$ cat src/include/pab_pkg.sv
// Package of constants for the two-port data path block
package pab_pkg;
    localparam int unsigned PAB_PORT_W     = 8;
    localparam int unsigned PAB_ADDR_W     = 12;
    // Register indices as printed; byte address is four times the index
    localparam logic [PAB_ADDR_W-1:0] PAB_IDX_A_DATA = 12'h000;
    localparam logic [PAB_ADDR_W-1:0] PAB_IDX_B_DATA = 12'h001;
    localparam logic [PAB_ADDR_W-1:0] PAB_IDX_A_DIR  = 12'h002;
    localparam logic [PAB_ADDR_W-1:0] PAB_IDX_B_DIR  = 12'h003;
    // Reset values
    localparam logic [7:0] PAB_DATA_RST = 8'h00;
    localparam logic [7:0] PAB_DIR_RST  = 8'h00;
    // Field positions of the special Port A pins
    localparam int unsigned PAB_BIT_CLKOUT = 3;
    localparam int unsigned PAB_BIT_NMI    = 1;
    localparam int unsigned PAB_BIT_IRQ    = 0;
    // Synchroniser depth for pin inputs
    localparam int unsigned PAB_SYNC_STAGES = 2;
endpackage

$ cat src/logic/pab_port_ab_data_path.sv
// Data-register path for two 8-bit general-purpose ports with APB access
//
// The implementer's own choice: the APB interface to the registers.
`timescale 1ns/1ps
`default_nettype none

module pab_port_ab_data_path #(
    parameter int unsigned PORT_W = pab_pkg::PAB_PORT_W
) (
    // Clock and reset
    input  wire logic                          clk,
    input  wire logic                          srst,
    // APB slave
    input  wire logic                          psel,
    input  wire logic                          penable,
    input  wire logic                          pwrite,
    input  wire logic [pab_pkg::PAB_ADDR_W-1:0] paddr,
    input  wire logic [31:0]                   pwdata,
    input  wire logic [3:0]                    pstrb,
    output var  logic [31:0]                   prdata,
    output var  logic                          pready,
    output var  logic                          pslverr,
    // First port pins
    input  wire logic [PORT_W-1:0]             firstPortBitsIn,
    output var  logic [PORT_W-1:0]             firstPortBitsOut,
    output var  logic [PORT_W-1:0]             firstPortBitsOe,
    // Second port pins
    input  wire logic [PORT_W-1:0]             secondPortBitsIn,
    output var  logic [PORT_W-1:0]             secondPortBitsOut,
    output var  logic [PORT_W-1:0]             secondPortBitsOe,
    // LCD segment driver
    input  wire logic [PORT_W-1:0]             lcdSegEnA,
    input  wire logic [PORT_W-1:0]             lcdSegOutA,
    input  wire logic [PORT_W-1:0]             lcdSegEnB,
    input  wire logic [PORT_W-1:0]             lcdSegOutB,
    // Other alternative functions on Port A
    input  wire logic                          periodicTimerClockOutputEn,
    input  wire logic                          periodicTimerClockOutput,
    input  wire logic                          nonmaskableInterruptInputEn,
    input  wire logic                          irqInputEn,
    output var  logic                          nonmaskableInterruptInput,
    output var  logic                          irqInput
);
    import pab_pkg::*;

    logic [PORT_W-1:0] firstPortData;
    logic [PORT_W-1:0] secondPortData;
    logic [PORT_W-1:0] firstPortDirection;
    logic [PORT_W-1:0] secondPortDirection;
    logic [PORT_W-1:0] syncA1;
    logic [PORT_W-1:0] syncA2;
    logic [PORT_W-1:0] syncB1;
    logic [PORT_W-1:0] syncB2;
    logic              setupPhase;
    logic              wrStrobe;
    logic [PAB_ADDR_W-1:0] regIdx;
    logic              idxHit;
    logic [PORT_W-1:0] next_outA;
    logic [PORT_W-1:0] next_oeA;
    logic [PORT_W-1:0] next_outB;
    logic [PORT_W-1:0] next_oeB;
    logic [PORT_W-1:0] next_dataA;
    logic [PORT_W-1:0] next_dataB;
    logic [PORT_W-1:0] next_dirA;
    logic [PORT_W-1:0] next_dirB;
    logic [31:0]       rdValue;
    logic              wrHit;
    logic              clkOwnsA3;
    logic              nmiOwnsA1;
    logic              irqOwnsA0;

    // Read value: stored bit for outputs, synchronised pin for inputs
    function automatic logic [PORT_W-1:0] readMix(
        input logic [PORT_W-1:0] data,
        input logic [PORT_W-1:0] dir,
        input logic [PORT_W-1:0] pins
    );
        readMix = (dir & data) | (~dir & pins);
    endfunction

    // Byte address falls on a word boundary
    function automatic logic wordAligned(
        input logic [PAB_ADDR_W-1:0] addr
    );
        wordAligned = (addr[1:0] == 2'b00);
    endfunction

    // Enabled segments put their drive value on the pin
    function automatic logic [PORT_W-1:0] segOut(
        input logic [PORT_W-1:0] pinVal,
        input logic [PORT_W-1:0] segEn,
        input logic [PORT_W-1:0] segVal
    );
        segOut = (segEn & segVal) | (~segEn & pinVal);
    endfunction

    // Enabled segments switch the digital output driver off
    function automatic logic [PORT_W-1:0] segOe(
        input logic [PORT_W-1:0] oeVal,
        input logic [PORT_W-1:0] segEn
    );
        segOe = oeVal & ~segEn;
    endfunction

    // Bus decode; registers sit on aligned words, index is address over four
    assign setupPhase = psel && !penable;
    assign wrStrobe   = psel && penable && pready && pwrite && pstrb[0];
    assign regIdx     = {2'b00, paddr[PAB_ADDR_W-1:2]};
    assign idxHit     = wordAligned(paddr) && (regIdx <= PAB_IDX_B_DIR);
    assign wrHit      = wrStrobe && wordAligned(paddr);

    // Alternative function ownership on Port A; an enabled segment beats all
    assign clkOwnsA3 = periodicTimerClockOutputEn && !lcdSegEnA[PAB_BIT_CLKOUT];
    assign nmiOwnsA1 = nonmaskableInterruptInputEn && !lcdSegEnA[PAB_BIT_NMI];
    assign irqOwnsA0 = irqInputEn && !lcdSegEnA[PAB_BIT_IRQ];

    // One access cycle: ready is raised for the cycle after setup
    always_ff @(posedge clk) begin
        if (srst) begin
            pready  <= 1'b0;
            pslverr <= 1'b0;
        end else begin
            pready  <= setupPhase;
            pslverr <= setupPhase && !idxHit;
        end
    end

    // Read value of the addressed register; refused addresses read zero
    always_comb begin
        rdValue = 32'h0000_0000;
        if (idxHit) begin
            unique case (regIdx)
                PAB_IDX_A_DATA: rdValue[PORT_W-1:0] =
                    readMix(firstPortData, firstPortDirection, syncA2);
                PAB_IDX_B_DATA: rdValue[PORT_W-1:0] =
                    readMix(secondPortData, secondPortDirection, syncB2);
                PAB_IDX_A_DIR:  rdValue[PORT_W-1:0] = firstPortDirection;
                PAB_IDX_B_DIR:  rdValue[PORT_W-1:0] = secondPortDirection;
                default:        rdValue = 32'h0000_0000;
            endcase
        end
    end

    // Read data captured in the setup cycle and held until the next setup
    always_ff @(posedge clk) begin
        if (srst) begin
            prdata <= 32'h0000_0000;
        end else if (setupPhase) begin
            prdata <= pwrite ? 32'h0000_0000 : rdValue;
        end
    end

    // Register values after this edge; pins follow them at the same edge,
    // which keeps a direction change within the two-clock read lag
    always_comb begin
        next_dataA = firstPortData;
        next_dataB = secondPortData;
        next_dirA  = firstPortDirection;
        next_dirB  = secondPortDirection;
        if (wrHit) begin
            unique case (regIdx)
                PAB_IDX_A_DATA: begin
                    next_dataA = pwdata[PORT_W-1:0];
                end
                PAB_IDX_B_DATA: begin
                    next_dataB = pwdata[PORT_W-1:0];
                end
                PAB_IDX_A_DIR: begin
                    next_dirA = pwdata[PORT_W-1:0];
                end
                PAB_IDX_B_DIR: begin
                    next_dirB = pwdata[PORT_W-1:0];
                end
                default: begin
                    // Unmapped index: nothing is written
                end
            endcase
        end
    end

    // Data registers, written at the completing access edge
    always_ff @(posedge clk) begin
        if (srst) begin
            firstPortData  <= PORT_W'(PAB_DATA_RST);
            secondPortData <= PORT_W'(PAB_DATA_RST);
        end else begin
            firstPortData  <= next_dataA;
            secondPortData <= next_dataB;
        end
    end

    // Direction registers
    always_ff @(posedge clk) begin
        if (srst) begin
            firstPortDirection  <= PORT_W'(PAB_DIR_RST);
            secondPortDirection <= PORT_W'(PAB_DIR_RST);
        end else begin
            firstPortDirection  <= next_dirA;
            secondPortDirection <= next_dirB;
        end
    end

    // Port A two-stage pin synchroniser; reads see pins two clocks late
    always_ff @(posedge clk) begin
        if (srst) begin
            syncA1 <= '0;
            syncA2 <= '0;
        end else begin
            syncA1 <= firstPortBitsIn;
            syncA2 <= syncA1;
        end
    end

    // Port B two-stage pin synchroniser
    always_ff @(posedge clk) begin
        if (srst) begin
            syncB1 <= '0;
            syncB2 <= '0;
        end else begin
            syncB1 <= secondPortBitsIn;
            syncB2 <= syncB1;
        end
    end

    // Port A pin mux: GPIO, then special functions, then LCD on top
    always_comb begin
        next_outA = next_dataA;
        next_oeA  = next_dirA;
        if (clkOwnsA3) begin
            next_outA[PAB_BIT_CLKOUT] = periodicTimerClockOutput;
            next_oeA[PAB_BIT_CLKOUT]  = 1'b1;
        end
        if (nmiOwnsA1) begin
            next_oeA[PAB_BIT_NMI] = 1'b0;
        end
        if (irqOwnsA0) begin
            next_oeA[PAB_BIT_IRQ] = 1'b0;
        end
        next_outA = segOut(next_outA, lcdSegEnA, lcdSegOutA);
        next_oeA  = segOe(next_oeA, lcdSegEnA);
    end

    // Port B pin mux: GPIO unless its LCD segment is enabled
    always_comb begin
        next_outB = segOut(next_dataB, lcdSegEnB, lcdSegOutB);
        next_oeB  = segOe(next_dirB, lcdSegEnB);
    end

    // Registered Port A pin drive
    always_ff @(posedge clk) begin
        if (srst) begin
            firstPortBitsOut <= '0;
            firstPortBitsOe  <= '0;
        end else begin
            firstPortBitsOut <= next_outA;
            firstPortBitsOe  <= next_oeA;
        end
    end

    // Registered Port B pin drive
    always_ff @(posedge clk) begin
        if (srst) begin
            secondPortBitsOut <= '0;
            secondPortBitsOe  <= '0;
        end else begin
            secondPortBitsOut <= next_outB;
            secondPortBitsOe  <= next_oeB;
        end
    end

    // Non-maskable input level, handed on only while its function owns the pin
    always_ff @(posedge clk) begin
        if (srst) begin
            nonmaskableInterruptInput <= 1'b0;
        end else begin
            nonmaskableInterruptInput <= nmiOwnsA1 && syncA2[PAB_BIT_NMI];
        end
    end

    // Maskable request level, handed on only while its function owns the pin
    always_ff @(posedge clk) begin
        if (srst) begin
            irqInput <= 1'b0;
        end else begin
            irqInput <= irqOwnsA0 && syncA2[PAB_BIT_IRQ];
        end
    end

endmodule
`default_nettype wire

$ cat config.mk
export PLATFORM = sky130hd
export DESIGN_NAME = pab_port_ab_data_path
export DESIGN_NICKNAME = d
export VERILOG_FILES = /design/src/include/pab_pkg.sv /design/src/logic/pab_port_ab_data_path.sv
export SDC_FILE = /design/constraint.sdc
export NUM_CORES = 1
export LEC_CHECK = 0
export ABC_AREA = 1
export BUFFER_PORTS_ARGS = -buffer_cell sky130_fd_sc_hd__buf_4
export CORE_ASPECT_RATIO = 0.75
export CORE_MARGIN = 2
export CORE_UTILIZATION = 48
export CTS_CLUSTER_SIZE = 30
export DETAILED_ROUTE_END_ITERATION = 12
export GPL_ROUTABILITY_DRIVEN = 0
export HOLD_SLACK_MARGIN = 0.08
export PLACE_DENSITY = 0.8
export SETUP_SLACK_MARGIN = 0.15
export SYNTH_ARGS = -nofsm -noshare
export SYNTH_HDL_FRONTEND = slang
export SYNTH_SLANG_ARGS = --single-unit
$ cat constraint.sdc
create_clock -name clk -period 2.2 [get_ports clk]
set_input_delay 0.66 -clock clk [delete_from_list [all_inputs] [get_ports clk]]
set_output_delay 0.66 -clock clk [all_outputs]
set_load 0.03 [all_outputs]
After elaboration in Yosys (flattened, before gate mapping) --
Cells that the tools add are included.
Storage, ports and cells: bits in registers 132, bits of input ports 105, output and inout bits 68, logic and storage cells 74
Cells by class: order comparisons 1, equal/unequal tests 3, mux-type cells 15, bitwise gates (word level) 18, reductions and logical operators 20
Operators with widths (number):
- bitwise AND 8 bit | 10
- two-way mux 8 bit | 9
- two-way mux 32 bit | 1
- inverter 8 bit | 4
- bitwise OR 8 bit | 4
- one-hot mux 8 bit (4 select lines) | 1
- == test 10 x 2 -> 1 bit (second input constant) | 2
- logical AND 1 bit | 13
- zero test 12 bit | 1
- == test 10 x 1 -> 1 bit (second input constant) | 1
- <= comparator 10 x 2 -> 1 bit (second input constant) | 1
- zero test 1 bit | 5
- two-way mux 1 bit | 4
- zero test 2 bit | 1

Depth between registers and ports, before layout --
Gate-level depths: netlist of run 1.
depth after elaboration 9, gate-level depth with buffers 10

Least setup slack after synthesis of run 1 --
OpenSTA, ideal clock, no wires.
path kind input -> register, start point in paddr[8] (netlist name), end point reg secondPortBitsOut[0], setup time 126 ps, arrival 1616 ps, path slack 458 ps, stages on the path 8, cells stage by stage nor2_1 -> nand2_1 -> nor2_2 -> buf_6 -> nand3_4 -> or2_0 -> o21ai_0 -> a21oi_1
Between the ends: longest elaborated chain between the ends 5
RTL lines:
- from (decl) | RTL line pab_port_ab_data_path.sv:17 | input wire logic [pab_pkg::PAB_ADDR_W-1:0] paddr,
- == test 10 x 1 -> 1 bit | RTL line pab_port_ab_data_path.sv:161 | unique case (regIdx)
- two-way mux 8 bit | RTL line pab_port_ab_data_path.sv:161
- two-way mux 8 bit | RTL line pab_port_ab_data_path.sv:160 | if (wrHit) begin
- bitwise AND 8 bit | RTL line pab_port_ab_data_path.sv:94 | segOut = (segEn & segVal) | (~segEn & pinVal);
- bitwise OR 8 bit | RTL line pab_port_ab_data_path.sv:94
- to (signal assigned) | RTL line pab_port_ab_data_path.sv:266 | secondPortBitsOut <= next_outB;
- to (decl) | RTL line pab_port_ab_data_path.sv:29 | output var logic [PORT_W-1:0] secondPortBitsOut,
No other way between the ends. A chain may end at the register's enable or synchronous reset.

Worst setup path after layout of run 1 --
start point in paddr[8] (netlist name), end point reg firstPortBitsOe[3]
Between the ends: longest elaborated chain between the ends 5
RTL lines:
- == test 10 x 2 -> 1 bit | RTL line pab_port_ab_data_path.sv:161
- two-way mux 8 bit | RTL line pab_port_ab_data_path.sv:161
- two-way mux 8 bit | RTL line pab_port_ab_data_path.sv:160
- two-way mux 1 bit | RTL line pab_port_ab_data_path.sv:229 | if (clkOwnsA3) begin
- bitwise AND 8 bit | RTL line pab_port_ab_data_path.sv:102 | segOe = oeVal & ~segEn;
- to (signal assigned) | RTL line pab_port_ab_data_path.sv:256 | firstPortBitsOe <= next_oeA;
- to (decl) | RTL line pab_port_ab_data_path.sv:26 | output var logic [PORT_W-1:0] firstPortBitsOe,
No other way between the ends.

==> run_results.csv, run 1 <==
group,metric,value,unit
logic_synthesis,syn_area,4340,µm²
critical_path,crit_path_top_delay_cell,"nor2_4",
power_and_ir_drop,p_per_area,703,nW/µm²
global_routing,grt_max_degree,50,
cells_and_area,final_nets,788,
sta,fin_crit,1.85,ns
detailed_routing,routed_wl,10400,µm
cells_and_area,layout_common_cells,"129 x buf_4, 108 x dfxtp_1, 89 x nand2_1",
critical_path,critPathMostFrequentCell,"nand2_1",
logic_synthesis,synth_adder_area_share,0,%
cts,clock_path_buffers,2,
cts,hold_buffers,0,
run,maxCapViolCount,0,
logic_synthesis,synth_top_area_share,49.8,%
cells_and_area,antenna_cells,0,
critical_path,required,2.44,ns
sta,fin_setup_tns,0,ns
cts,cts-buffers-inserted,9,
cells_and_area,drive_above_1_share,23.1,%
cts,tritoncts,"built",
critical_path,worstSetupEndpointType,"flip-flop",
logic_synthesis,synthTopCellsByArea,"dfxtp_1 50%, nand2_1 7.7%, inv_1 7.4%, nor2_1 6.6%, buf_4 4.5%",
sta,finalCritPeriodShare,83.9,%
sta,finalSetupViolCount,0,
logic_synthesis,synth-seq-area-share,49.8,%
logic_synthesis,yosysWarnings,0,
critical_path,crit_type,"in2reg",
detailed_routing,drt_iter0_drc,272,
logic_synthesis,synth_xor_area_share,0,%
logic_synthesis,syn_area_per_cell,7.75,µm²
cts,clk_root_buffer_cell,"clkbuf_16",
cells_and_area,seq_area,2160,µm²
detailed_routing,drc,0,
power_and_ir_drop,p_leak,2.66,nW
cells_and_area,finish.instance_area,5550,µm²
die,coreArea,8930,µm²
place,postPlaceCellArea,5280,µm²
detailed_routing,first_pass_iters,4,
critical_path,arrival,2.09,ns
cts,h-tree-depth,3,
cts,clock-sinks,108,
cts,clk_latency,0.34,ns
power_and_ir_drop,p_total,3.90,mW
critical_path,path_buf_inv,2,
detailed_routing,viasPerCell,4.81,
cts,clkTransAtPathRegs,0.07,ns
global_routing,grt_pass1_vias,3741,
place,portBuffers,121,
sta,rsz0062_at_grt,"false",
cells_and_area,fill_cells,760,
logic_synthesis,yosysTopAreaCell,"dfxtp_1",
detailed_routing,wire_per_inst,13.1,µm
critical_path,critical-path-max-stage-delay,0.35,ns
logic_synthesis,synth_top_family_by_area,"simple AND/OR/NAND/NOR gates",
die,core.rowCount,30,
global_routing,grt_overflow,0,
place,place_ws,0.00555,ns
worst_hold_path,hp-class,"reg2reg",
sta,final_hold_viol_count,0,
detailed_routing,ant_nets,0,
sta,timing.hold.ws,0.398,ns
critical_path,path_cells,"buf_4, nor2_1, nand2_1, nor2_4, nand3_4, o21ai_0, nand2_1, nand2_1, inv_1",
global_routing,grt_pass1_wl,16800,µm
logic_synthesis,syn_inst,560,
logic_synthesis,synth_simple_gate_area_share,27.5,%
logic_synthesis,synth_compound_area_share,8.36,%
power_and_ir_drop,peakVddDrop,0.000387,V
cells_and_area,multi_input_area,1650,µm²
global_routing,antenna_found_initial,0,
die,die_height,86.4,µm
sta,finClkSkew,0.00863,ns
critical_path,path_max_fanout,16,
cells_and_area,final_common_cell,"buf_4",
run_status,status,"completed",
sta,setup_ws,0.353,ns
cells_and_area,area_growth,27.8,%
sta,fmax,541,MHz
cts,cts_resized,0,
critical_path,cp_top_family,"simple AND/OR/NAND/NOR gates",
die,fp.dieW,114,µm
die,dieArea,9830,µm²
cts,cts_setup_buffers,0,
detailed_routing,vias,3841,
logic_synthesis,ys_types,31,
global_routing,grt_usage,21.6,%
place,dpl.hpwl,7880,µm
logic_synthesis,synth_mux_area_share,0,%
logic_synthesis,ys_seq_elements,108,
critical_path,start_kind,"input port",
die,io_pins,173,
sta,finalMaxSlewViolations,0,
die,initial_core_util,48.6,%
## through the flow
stage          utilization, %  instances
3_5_place_dp             59.1        784
4_1_cts                  62.1        799
3_3_place_gp             59.1        784
5_1_grt                  62.1        799
2_1_floorplan               -        583
6_report                 62.1        799
## registers in the layout, summed over array words and instances (netlist names)
register and cells:
firstPortBitsOe 8, firstPortBitsOut 8, firstPortData 8, firstPortDirection 8, prdata 8, secondPortBitsOe 8, secondPortBitsOut 8, secondPortData 8
secondPortDirection 8, syncA1 8, syncA2 8, syncB1 8, syncB2 8, irqInput 1, nonmaskableInterruptInput 1, pready 1
pslverr 1
## cells by family (layout without fill, tap and decap cells)
logic type,count (synthesis),after routing
and+or+nand+nor,251,251
buffers and inverters,129,233
DFF,108,108
AOI/OAI and AO/OA,71,71
other,1,24
## Yosys cell counts (all sizes together)
cell / number
nor2: 82
nor3: 16
nand3: 34
or2: 7
nor4: 5
clkinv: 2
o211ai: 2
conb: 1
nand2: 91
nand4: 16
clkbuf: 5
a21boi: 1
o21ai: 38
dfxtp: 108
buf: 36
inv: 86
a21oi: 30
## area by class of cell
| cell class | instances | area share, % |
|---|---|---|
| flip-flops and latches | 108 | 39.0 |
| multi-input cells | 346 | 29.7 |
| repair buffers | 130 | 17.8 |
| inverters | 88 | 6.04 |
| clock buffers | 14 | 4.76 |
| well taps | 112 | 2.53 |
| clock inverters | 1 | 0.135 |
## final timing paths
check	from	endpoint	slack (ns)	depth (start not counted)
max	paddr[8]	firstPortBitsOe[3]	0.35	9
min	syncB1[2]	syncB2[2]	0.40	2
max reg2reg	pready	firstPortBitsOe[3]	0.58	9
min reg2reg	syncB1[2]	syncB2[2]	0.40	2
## power by group
part | internal (mW) | total [mW] | switching (mW)
combinational | 0.151 | 0.383 | 0.232
sequential | 2.00 | 2.01 | 0.0144
clock | 0.826 | 1.50 | 0.676
total | 2.98 | 3.90 | 0.923
## routing by layer
| metal | vias up | global-route usage (%) | share of wire (%) |
|---|---|---|---|
| met2 | 132 | 37.0 | 47 |
| met4 | 0 | 6.43 | 1.7 |
| met3 | 16 | 5.52 | 7.6 |
| met5 | - | 0 | 0 |
| met1 | 1739 | 27.1 | 44 |
| li1 | 1954 | - | - |
## worst reg2reg max path, cell delays in order, from the launching register on
cell     delay, ns
dfxtp_1       0.34
nand2_1       0.06
inv_1         0.06
nand2_2       0.06
nor2_4        0.24
nand3_4       0.24
o21ai_0       0.31
nand2_1       0.09
nand2_1       0.07
inv_1         0.04
No activity file was read; power rests on OpenSTA's default activity.
==> run 2, diff against run 1 <==
CORE_UTILIZATION = 44   (was 48)
PLACE_DENSITY = 0.77   (was 0.8)
clock period = 1.6 ns   (was 2.2 ns; I/O delays follow)
==> run_results.csv, run 2 (synthesis results as in run 1) <==
group,metric,value,unit
die,die_height,90.0,µm
global_routing,met3_usage,6.28,%
critical_path,required,1.86,ns
cts,hold_buffers,0,
sta,fin_setup_tns,0,ns
detailed_routing,wire_per_inst,13.9,µm
cts,clk_latency,0.34,ns
cts,clock_path_buffers,2,
cts,clk_root_buffer_cell,"clkbuf_16",
place,portBuffers,121,
cells_and_area,final_nets,824,
sta,final_hold_viol_count,0,
cts,clock-sinks,108,
global_routing,grt_usage,20.5,%
global_routing,grt_max_degree,41,
detailed_routing,drc,0,
global_routing,grt_util_met1,27.1,%
die,io_pins,173,
place,postPlaceCellArea,5460,µm²
detailed_routing,ant_nets,0,
power_and_ir_drop,clkPwrFrac,41.1,%
run_status,status,"completed",
critical_path,start_kind,"flip-flop",
die,core.rowCount,31,
detailed_routing,vias,4070,
power_and_ir_drop,internal_power,4.40,mW
global_routing,grtUsageMet2,31.5,%
sta,finClkSkew,0.00742,ns
cts,tritoncts,"built",
worst_hold_path,hp-class,"in2reg",
power_and_ir_drop,p_per_area,898,nW/µm²
cells_and_area,finish.instance_area,6370,µm²
global_routing,grt_busiest_layer,"met2",
die,dieArea,10700,µm²
sta,fin_crit,1.50,ns
place,dpl.hpwl,8220,µm
sta,setup_ws,0.101,ns
die,coreArea,9620,µm²
cells_and_area,layout_common_cells,"147 x buf_4, 107 x dfxtp_1, 80 x inv_1",
sta,finalMaxSlewViolations,0,
critical_path,crit_type,"reg2reg",
detailed_routing,drt_iter0_drc,314,
place,place_ws,-0.237,ns
cts,clkTransAtPathRegs,0.07,ns
detailed_routing,first_pass_iters,5,
cells_and_area,antenna_cells,0,
power_and_ir_drop,p_seq_share,48.4,%
critical_path,worstSetupEndpointType,"flip-flop",
sta,finalSetupViolCount,0,
cells_and_area,drive_above_1_share,37.4,%
cts,cts-buffers-inserted,9,
global_routing,antenna_found_initial,0,
sta,rsz0062_at_grt,"true",
die,initial_core_util,45.1,%
power_and_ir_drop,p_leak,2.96,nW
power_and_ir_drop,peakVddDrop,0.000522,V
power_and_ir_drop,comb_power_share,10.5,%
detailed_routing,routed_wl,11900,µm
cells_and_area,area_growth,46.9,%
global_routing,grt_pass1_vias,3788,
critical_path,path_max_fanout,5,
run,maxCapViolCount,0,
cells_and_area,final_common_cell,"buf_4",
global_routing,grt_pass1_wl,17700,µm
power_and_ir_drop,p_sw,1.32,mW
cts,h-tree-depth,3,
global_routing,grt_overflow,0,
power_and_ir_drop,swShare,23.1,%
critical_path,ff2ff_setup_slack,0.10,ns
cells_and_area,final_util,66.3,%
detailed_routing,viasPerCell,4.75,
critical_path,arrival,1.76,ns
sta,finalCritPeriodShare,93.7,%
sta,fmax,667,MHz
die,fp.dieW,119,µm
run 2: per-layer routing:
layer | part of all wire (%) | vias to the layer above
met5 | 0 | -
met4 | 2.3 | 0
met3 | 7.7 | 24
met2 | 46 | 201
met1 | 44 | 1815
li1 | - | 2030
run 2: path summary, 6_finish.rpt:
kind,depth (start not counted),to,from
setup / recovery,8,firstPortData[5],pready
hold / removal,2,firstPortBitsOe[0],irqInputEn
setup reg to reg,8,firstPortData[5],pready
hold reg to reg,2,syncB2[7],syncB1[7]
run 2: timing repair:
action,CTS,global route
endpoints found under the hold margin,0,0
pin swaps,6,30
resized for setup,10,101
buffers inserted,3,13
gates cloned,0,4
setup endpoints to repair,35,66
run 2: layout make-up:
class,instances,area (µm²)
Fill cell,730,3240
Clock buffer,12,246
Clock inverter,4,72.6
Timing Repair Buffer,166,1410
Inverter,88,340
Sequential cell,108,2160
Multi-Input combinational cell,346,1980
Tap cell,132,165
run 2: power groups by stage:
stage | clock network (mW) | registers [mW] | logic [mW]
finish | 2.35 | 2.77 | 0.600
floorplan | 0 | 2.88 | 0.274
CTS | 2.38 | 2.77 | 0.557
detailed placement | 0 | 2.83 | 0.552
global placement | 0 | 2.83 | 0.541
global route | 2.48 | 2.77 | 0.648
run 2: worst max-delay path, stage by stage (launching register included):
cell	delay, ns
dfxtp_2	0.34
nand2_2	0.05
inv_2	0.05
nand2_2	0.05
nor2_4	0.21
buf_4	0.16
buf_4	0.11
nand4_1	0.20
a21oi_1	0.26
run 2: stage by stage:
stage	cells	total power, mW	hold WS [ns]
3_5_place_dp	820	3.38	0.395
2_1_floorplan	583	3.15	0.388
4_1_cts	839	5.70	0.289
3_3_place_gp	820	3.37	0.394
6_report	856	5.72	0.294
5_1_grt	856	5.90	0.289
